[src/rtl/dcd_pkg.sv]
// shared constants for the two-channel converter output port
package dcd_pkg;
    localparam int unsigned CHANS         = 2;
    localparam int unsigned POINTS        = 32;
    localparam int unsigned WORD_W        = 16;
    localparam int unsigned CODE_W        = 12;
    localparam int unsigned CODE_LSB      = 0;
    localparam int unsigned CNT_W         = 12;
    localparam logic [CODE_W-1:0] CODE_RST = 12'h000;
    localparam logic [CODE_W-1:0] CODE_TOP = 12'hFFF;
    localparam int unsigned CLK_PERIOD_NS = 8;
    localparam int unsigned CONV_TIME_NS  = 30000;
    // longest time rounds down to whole cycles
    localparam int unsigned CONV_CYC      = CONV_TIME_NS / CLK_PERIOD_NS;
    localparam logic [CNT_W-1:0] CNT_LAST =
        CNT_W'(CONV_CYC - 1);
    localparam logic [CNT_W-1:0] CNT_ZERO = 12'h000;
    typedef enum logic {DCD_IDLE, DCD_SETTLE} dcd_state_t;
endpackage

[src/rtl/dcd_hold_if.sv]
// link between the sequencer and one channel holding stage
`timescale 1ns/100ps
`default_nettype none
interface dcd_hold_if;
    logic                            wr;
    logic [dcd_pkg::CODE_W-1:0]      wdata;
    logic                            arm;
    logic                            commit;
    logic [dcd_pkg::CODE_W-1:0]      code;
    logic                            pend;
    logic                            armed;
    modport ctl  (output wr, output wdata, output arm, output commit,
                  input code, input pend, input armed);
    modport hold (input wr, input wdata, input arm, input commit,
                  output code, output pend, output armed);
endinterface
`default_nettype wire

[src/rtl/dcd_hold.sv]
// one channel: staged code, armed copy and converter code
`timescale 1ns/100ps
`default_nettype none
module dcd_hold (
    input  wire logic clock_i,
    input  wire logic rst_i,
    dcd_hold_if.hold  hb
);
    logic [dcd_pkg::CODE_W-1:0] staged_ff;
    logic [dcd_pkg::CODE_W-1:0] nxt_staged;
    logic [dcd_pkg::CODE_W-1:0] latch_ff;
    logic [dcd_pkg::CODE_W-1:0] nxt_latch;
    logic [dcd_pkg::CODE_W-1:0] code_ff;
    logic [dcd_pkg::CODE_W-1:0] nxt_code;
    logic                       pend_ff;
    logic                       nxt_pend;
    logic                       armed_ff;
    logic                       nxt_armed;

    // ----------------------------------------------------------------
    // next values
    // ----------------------------------------------------------------
    always_comb begin
        nxt_staged = staged_ff;
        nxt_latch  = latch_ff;
        nxt_code   = code_ff;
        nxt_pend   = pend_ff;
        nxt_armed  = armed_ff;
        if (hb.wr) begin
            nxt_staged = hb.wdata;
        end
        if (hb.arm) begin
            nxt_latch = staged_ff;
            nxt_armed = pend_ff;
            nxt_pend  = 1'b0;
        end
        // a write in the arming cycle stays pending for the next scan
        if (hb.wr) begin
            nxt_pend = 1'b1;
        end
        if (hb.commit) begin
            nxt_armed = 1'b0;
            if (armed_ff) begin
                nxt_code = latch_ff;
            end
        end
    end

    // ----------------------------------------------------------------
    // registers
    // ----------------------------------------------------------------
    always_ff @(posedge clock_i) begin
        if (rst_i) begin
            staged_ff <= dcd_pkg::CODE_RST;
            latch_ff  <= dcd_pkg::CODE_RST;
            code_ff   <= dcd_pkg::CODE_RST;
            pend_ff   <= 1'b0;
            armed_ff  <= 1'b0;
        end else begin
            staged_ff <= nxt_staged;
            latch_ff  <= nxt_latch;
            code_ff   <= nxt_code;
            pend_ff   <= nxt_pend;
            armed_ff  <= nxt_armed;
        end
    end

    assign hb.code  = code_ff;
    assign hb.pend  = pend_ff;
    assign hb.armed = armed_ff;
endmodule
`default_nettype wire

[src/rtl/dcd_top.sv]
// two-channel converter output port: host words in, codes out
`timescale 1ns/100ps
`default_nettype none
module dcd_top (
    input  wire logic                                       clock_i,
    input  wire logic                                       rst_i,
    input  wire logic                                       scan_start_i,
    input  wire logic [dcd_pkg::CHANS-1:0]                  word_wr_i,
    input  wire logic [dcd_pkg::POINTS-1:0]                 points_i,
    output logic [dcd_pkg::CHANS-1:0][dcd_pkg::CODE_W-1:0]  dac_code_o,
    output logic [dcd_pkg::CHANS-1:0]                       dac_load_o,
    output logic                                            busy_o
);
    dcd_pkg::dcd_state_t             state_ff;
    dcd_pkg::dcd_state_t             nxt_state;
    logic [dcd_pkg::CNT_W-1:0]       cnt_ff;
    logic [dcd_pkg::CNT_W-1:0]       nxt_cnt;
    logic [dcd_pkg::CHANS-1:0]       load_ff;
    logic [dcd_pkg::CHANS-1:0]       nxt_load;
    logic                            busy_ff;
    logic                            nxt_busy;
    logic                            arm;
    logic                            commit;
    logic [dcd_pkg::CHANS-1:0]       pend;
    logic [dcd_pkg::CHANS-1:0]       armed;

    dcd_hold_if hif [dcd_pkg::CHANS] ();

    // ----------------------------------------------------------------
    // per-channel holding stages
    // ----------------------------------------------------------------
    for (genvar ch = 0; ch < dcd_pkg::CHANS; ch++) begin : g_ch
        // upper nibble of each word is never wired in
        assign hif[ch].wr     = word_wr_i[ch];
        assign hif[ch].wdata  =
            points_i[ch*dcd_pkg::WORD_W + dcd_pkg::CODE_LSB
                     +: dcd_pkg::CODE_W];
        assign hif[ch].arm    = arm;
        assign hif[ch].commit = commit;
        assign pend[ch]       = hif[ch].pend;
        assign armed[ch]      = hif[ch].armed;
        assign dac_code_o[ch] = hif[ch].code;
        dcd_hold u_hold (
            .clock_i (clock_i),
            .rst_i   (rst_i),
            .hb      (hif[ch])
        );
    end

    // ----------------------------------------------------------------
    // scan sequencer
    // ----------------------------------------------------------------
    // only idle accepts a scan start: a scan inside the settle window
    // leaves writes pending for the following scan
    assign arm    = (state_ff == dcd_pkg::DCD_IDLE) && scan_start_i
                    && (|pend);
    assign commit = (state_ff == dcd_pkg::DCD_SETTLE)
                    && (cnt_ff == dcd_pkg::CNT_ZERO);

    always_comb begin
        nxt_state = state_ff;
        nxt_cnt   = cnt_ff;
        nxt_load  = '0;
        nxt_busy  = busy_ff;
        case (state_ff)
            dcd_pkg::DCD_IDLE: begin
                if (arm) begin
                    nxt_state = dcd_pkg::DCD_SETTLE;
                    nxt_cnt   = dcd_pkg::CNT_LAST;
                    nxt_busy  = 1'b1;
                end
            end
            dcd_pkg::DCD_SETTLE: begin
                if (commit) begin
                    nxt_state = dcd_pkg::DCD_IDLE;
                    nxt_load  = armed;
                    nxt_busy  = 1'b0;
                end else begin
                    nxt_cnt = cnt_ff - 1'b1;
                end
            end
            default: begin
                nxt_state = dcd_pkg::DCD_IDLE;
                nxt_cnt   = dcd_pkg::CNT_ZERO;
                nxt_busy  = 1'b0;
            end
        endcase
    end

    always_ff @(posedge clock_i) begin
        if (rst_i) begin
            state_ff <= dcd_pkg::DCD_IDLE;
            cnt_ff   <= dcd_pkg::CNT_ZERO;
            load_ff  <= '0;
            busy_ff  <= 1'b0;
        end else begin
            state_ff <= nxt_state;
            cnt_ff   <= nxt_cnt;
            load_ff  <= nxt_load;
            busy_ff  <= nxt_busy;
        end
    end

    assign dac_load_o = load_ff;
    assign busy_o     = busy_ff;
endmodule
`default_nettype wire

[config.mk]
export PLATFORM = sky130hd
export DESIGN_NAME = dcd_top
export DESIGN_NICKNAME = d
export VERILOG_FILES = /design/src/rtl/dcd_pkg.sv /design/src/rtl/dcd_hold_if.sv /design/src/rtl/dcd_hold.sv /design/src/rtl/dcd_top.sv
export SDC_FILE = /design/constraint.sdc
export NUM_CORES = 1
export LEC_CHECK = 0
export BUFFER_PORTS_ARGS = -buffer_cell sky130_fd_sc_hd__clkbuf_2
export CAP_MARGIN = 30
export CORE_MARGIN = 8
export CORE_UTILIZATION = 50
export CTS_BUF_LIST = sky130_fd_sc_hd__clkbuf_2 sky130_fd_sc_hd__clkbuf_4 sky130_fd_sc_hd__clkbuf_8
export DETAILED_ROUTE_END_ITERATION = 10
export PLACE_DENSITY = 0.75
export SLEW_MARGIN = 5
export SYNTH_ARGS = -nofsm -noshare
export SYNTH_HDL_FRONTEND = slang
export SYNTH_HIERARCHICAL = 1
export SYNTH_SLANG_ARGS = --single-unit
[constraint.sdc]
create_clock -name clock_i -period 2.1 [get_ports clock_i]
set_input_delay 0.105 -clock clock_i [delete_from_list [all_inputs] [get_ports clock_i]]
set_output_delay 0.105 -clock clock_i [all_outputs]
set_load 0.02 [all_outputs]
---- Yosys cells after proc, flatten, opt, wreduce, memory -nomap -nowiden ----
Cells that the tools add are included.
operators by class
  bitwise gates (word level) .............. 2
  mux-type cells .......................... 12
  eq/ne operators ......................... 3
  add/sub/neg operators ................... 1
  reductions and logical operators ........ 13
operators with widths
  operator                 count
  $mux W12                 2
  $pmux W12 S2             1
  $logic_not A12 Y1        1
  $sub A12 B1 Y12 const B  1
  $reduce_and A2 Y1        4
  $mux W1                  7
  $ne A2 B2 Y1 const B     2
  $pmux W1 S2              2
  $reduce_bool A2 Y1       2
  $reduce_or A2 Y1         2
  $logic_and A1 B1 Y1      3
  $reduce_or A3 Y1         1
  $ne A2 B1 Y1 const B     1
  $not A1 Y1               2
word-level totals
  flip-flop bits (word level) ............. 92
  word-level logic and storage cells ...... 45
  output and inout port bits .............. 27
  input bits .............................. 37

---- Depth between registers and ports, before layout ----
  depth after elaboration ................. 5
  gate-level depth with buffers ........... 9
  mapped depth without buffers ............ 6

---- By module ----
Netlist, hierarchy kept.
modules (own cells, without submodules)
  module    cells an instance  instances  seq. area each (sq um)  area an instance (sq um)
  dcd_hold  141                2          760.7                   1502.7
  dcd_top   97                 1          320.3                   825.8

---- Worst setup path after synthesis ----
OpenSTA, ideal clock, no wires.
  path type ............................... reg-to-reg
  from .................................... reg cnt_ff[0] in the netlist's numbering
  to ...................................... reg g_ch[0].u_hold.code_ff, in the netlist g_ch[0].u_hold/hb.code[10]
  clock period less this slack ............ 2115 ps
  data required time ...................... 2034 ps
  buffers on the path ..................... 3
  arrival time ............................ 2049 ps
  slack ................................... -15 ps
  stages on the path, launching flop included .. 10
  library setup time ...................... 66 ps
  cell sequence ........................... dfxtp_1 inv_1 ha_1 or3b_2 clkbuf_1 nor4_1 buf_6 buf_4 nand3_1 a21oi_2
between the ends
  cells in the longest elaborated chain, start to end .. 3
RTL lines
  element                             RTL line        text
  from (decl)                         dcd_top.sv:16   logic [dcd_pkg::CNT_W-1:0] cnt_ff;
  from (signal assigned)              dcd_top.sv:93   cnt_ff <= dcd_pkg::CNT_ZERO;
  from (signal assigned)              dcd_top.sv:98   cnt_ff <= nxt_cnt;
  $logic_not A12 Y1                   dcd_top.sv:58   && (cnt_ff == dcd_pkg::CNT_ZERO);
  $logic_and A1 B1 Y1                 dcd_top.sv:58
  named net commit                    dcd_top.sv:23   logic commit;
  $reduce_and A2 Y1 (no source line)  n/a
  to (signal assigned)                dcd_hold.sv:56  code_ff <= dcd_pkg::CODE_RST;
  to (signal assigned)                dcd_hold.sv:62  code_ff <= nxt_code;
  to (decl)                           dcd_hold.sv:13  logic [dcd_pkg::CODE_W-1:0] code_ff;
The timed path passes the listed nets, and every way through them passes these cells.
A chain may end at the register's enable or synchronous reset.

---- Final worst setup path ----
  from .................................... reg cnt_ff[8] in the netlist's numbering
  to ...................................... reg g_ch[0].u_hold.code_ff, in the netlist g_ch[0].u_hold/hb.code[11]
Same word-level chain as after synthesis.

==> results.py <==
metrics = {
    "yosys": {
        "yosys_most_used_dff": "dfxtp_1",
        "ys_warn_count": 6,
        "synth_top_family_by_area": "simple AND/OR/NAND/NOR gates",
        "yosysUniqueCellTypes": 41,
        "async_reset_ff_frac": 0,
        "ys_seq_area_frac": 0.481,
        "synth_edf_count": 0,
        "synth_xor_area_frac": 0,
        "synth_fa_ha_area_frac": 0.00653,
        "synthMuxAreaShare": 0.131,
        "syn-num-nets": 418,
        "syn_inst": 379,
        "postSynthAreaPerCell_um2": 10.1,
        "synth_compound_area_frac": 0.155,
        "syn_area_um2": 3830,
        "synthSimpleGateAreaFrac": 0.155,
        "ys_ff_latch": 92,
    },
    "timing": {
        "rsz0062_at_grt": "no",
        "setup_violations": 0,
        "finalHoldViolCount": 0,
        "worst_clock_skew_ns": 0.0103,
        "finalCritPeriodShare": 0.924,
        "slew_headroom": 0.567,
        "fin_tns_setup_ns": 0,
        "layout_setup_ws_ns": 0.159,
        "worstMarginPinSlew_ns": 0.649,
        "final_max_slew_viol_count": 0,
        "finalCriticalPeriod_ns": 1.94,
        "timing.fmax_mhz": 515,
    },
    "die": {
        "die-area_um2": 10700,
        "io_pins": 64,
        "rows": 32,
        "initial_core_util": 0.506,
        "dieHeight_um": 104,
        "die_w_um": 104,
        "core_area_um2": 7570,
    },
    "routing": {
        "wl_per_cell_um": 14.6,
        "dr.pass1.iters": 4,
        "drc": 0,
        "drt_wl_total_um": 7990,
        "route.antenna.remaining_nets": 0,
        "vias": 2835,
        "drt_first_iter_violations": 145,
        "viasPerCell": 5.16,
    },
    "worst_setup_path": {
        "required_ns": 2.32,
        "cp.arrival_ns": 2.16,
        "reg2reg_to": "g_ch[0].u_hold/hb.code[11]",
        "cp_max_fo": 16,
        "path_class": "reg -> reg",
        "crit_path_end_kind": "flip-flop",
        "cp-start-kind": "flip-flop",
        "reg2reg_slack_ns": 0.16,
        "r2r-start": "cnt_ff[8]",
        "rr_worst_depth": 5,
    },
    "power": {
        "ir_drop_uv": 678,
        "power_leakage_uw": 0.00188,
        "p_per_area_nw_per_um2": 849,
        "total_power_uw": 3860,
    },
    "hold_path": {
        "worstHoldStart": "points_i[10]",
        "hold_path.class": "in -> reg",
        "hold_path_depth": 3,
        "min_to": "g_ch[0].u_hold/staged_ff[10]",
    },
    "global_routing": {
        "grt_max_degree": 36,
        "antenna_found_initial": 0,
        "grt_pass1_wl_um": 13400,
        "grt_use_total": 0.148,
        "grt.overflow.total": 0,
        "grt_pass1_vias": 2836,
    },
    "clocking": {
        "cts-buffers-inserted": 9,
        "path_clk_slew_ns": 0.09,
        "post_cts.repair.setup_buffers": 0,
        "cts_max_path_buffers": 2,
        "clock_latency_ns": 0.35,
        "cts_sinks": 92,
        "cts_root_buffer": "clkbuf_8",
        "cts_tree": "built",
        "cts_htree_levels": 3,
    },
    "cells_and_area": {
        "finish.instance_area_um2": 4550,
        "layout-area-overhead-vs-synth_pct": 18.8,
        "nNetsFinal": 481,
        "drive_above_1_share": 0.271,
        "finalNonFillerCells": 549,
        "fillers": 642,
        "diodes": 0,
    },
    "place": {
        "placed_cell_area_um2": 4150,
        "preCtsSetupSlack_ns": 0.0575,
        "place_inst": 519,
        "numPortBuffers": 55,
        "hpwl_um": 5240,
        "routabilityCongestion": 0.798,
    },
    "run_status": {
        "status": "finished clean",
    },
    "flow_run": {
        "cap_violations": 0,
    },
}
## through the flow
stage / utilization / hold slack (ns)
3_5_place_dp: 0.549 / 0.350
2_1_floorplan: - / 0.252
4_1_cts: 0.600 / 0.000618
3_3_place_gp: 0.549 / 0.340
6_report: 0.601 / 0.00625
5_1_grt: 0.601 / 0.0111
## how the worst max path moves through the flow
stage	startpoint	endpoint
detailed placement	cnt_ff[8]	g_ch[0].u_hold/hb.code[11]
finish	cnt_ff[8]	g_ch[0].u_hold/hb.code[11]
floorplan	cnt_ff[5]	g_ch[0].u_hold/hb.code[10]
global route	cnt_ff[8]	dac_load_o[1]
global placement	cnt_ff[8]	g_ch[0].u_hold/hb.code[11]
CTS	cnt_ff[8]	g_ch[0].u_hold/hb.code[11]
## state kept, by name, indices dropped and copies added, names as in the netlist
register,flops
g_ch.u_hold/hb.pend,2
g_ch.u_hold/latch_ff,24
g_ch.u_hold/hb.armed,2
g_ch.u_hold/staged_ff,24
cnt_ff,12
busy_o,1
state_ff,1
g_ch.u_hold/hb.code,24
dac_load_o,2
## critical path: stages, from the launching register on
cell and delay, ns:
dfxtp_1 0.33, or4_4 0.60, nor4_4 0.37, buf_4 0.28, a21bo_2 0.16, a21oi_1 0.06
## what timing repair did
item,4_1_cts,5_1_grt
setup endpoints to repair,0,14
gates resized for setup,0,3
hold buffers,14,0
endpoints found under the hold margin,14,0
## where the power goes
| group | total [µW] | switching [µW] | internal (µW) |
|---|---|---|---|
| Clock | 1430 | 627 | 799 |
| Combinational | 557 | 309 | 247 |
| Sequential | 1880 | 54.4 | 1830 |
## area by class of cell
class / count / area (µm²) / share of cell area
Clock buffer: 9 / 124 / 0.0272
Clock inverter: 7 / 121 / 0.0267
Inverter: 8 / 30.0 / 0.00660
Multi-Input combinational cell: 247 / 1740 / 0.382
Sequential cell: 92 / 1840 / 0.405
Tap cell: 102 / 128 / 0.0280
Timing Repair Buffer: 84 / 566 / 0.124
## kinds of logic after synthesis
family                   Yosys count
AO/OA/AOI/OAI                     76
flip-flops                        92
multiplexers                      50
adder cells (fa/ha/maj)            2
AND/OR/NAND/NOR                  119
buffers and inverters             40
## cell usage in the layout (no fill, tap or decap), drive strengths merged, types with 5 or more instances in the layout
cell type,count
a21bo,24
a21oi,34
buf,16
clkbuf,63
dfxtp,92
dlygate4sd3,14
inv,10
mux2i,50
nand3,25
nor2,53
nor3,8
or4,5
## synth_stat cells (3+ instances only)
| master | instances | area [µm²] |
|---|---|---|
| dfxtp_1 | 92 | 1840 |
| nor2_1 | 53 | 199 |
| mux2i_1 | 50 | 500 |
| nand3_1 | 25 | 125 |
| a21oi_1 | 20 | 100 |
| a21bo_1 | 14 | 140 |
| a21oi_2 | 14 | 123 |
| a21bo_2 | 10 | 100 |
| buf_2 | 10 | 50.1 |
| buf_4 | 8 | 60.1 |
| buf_6 | 8 | 90.1 |
| inv_1 | 8 | 30.0 |
| nor3_1 | 8 | 40.0 |
| clkbuf_1 | 4 | 15.0 |
| nand2b_1 | 4 | 25.0 |
| o21ai_0 | 4 | 20.0 |
| or2_2 | 4 | 25.0 |
| or3_1 | 4 | 25.0 |
| or4_1 | 4 | 30.0 |
| a311oi_1 | 3 | 26.3 |
| nand2_1 | 3 | 11.3 |
| nor4_1 | 3 | 18.8 |
| o31ai_1 | 3 | 22.5 |
## layer usage
layer | global-route usage | wire length (µm) | up-vias
li1 | - | - | 1444
met4 | 0.0588 | 106 | 0
met5 | 0 | 0 | -
met2 | 0.242 | 3910 | 35
met3 | 0.0372 | 238 | 8
met1 | 0.182 | 3740 | 1348
Power figures use the tool's default switching activity.
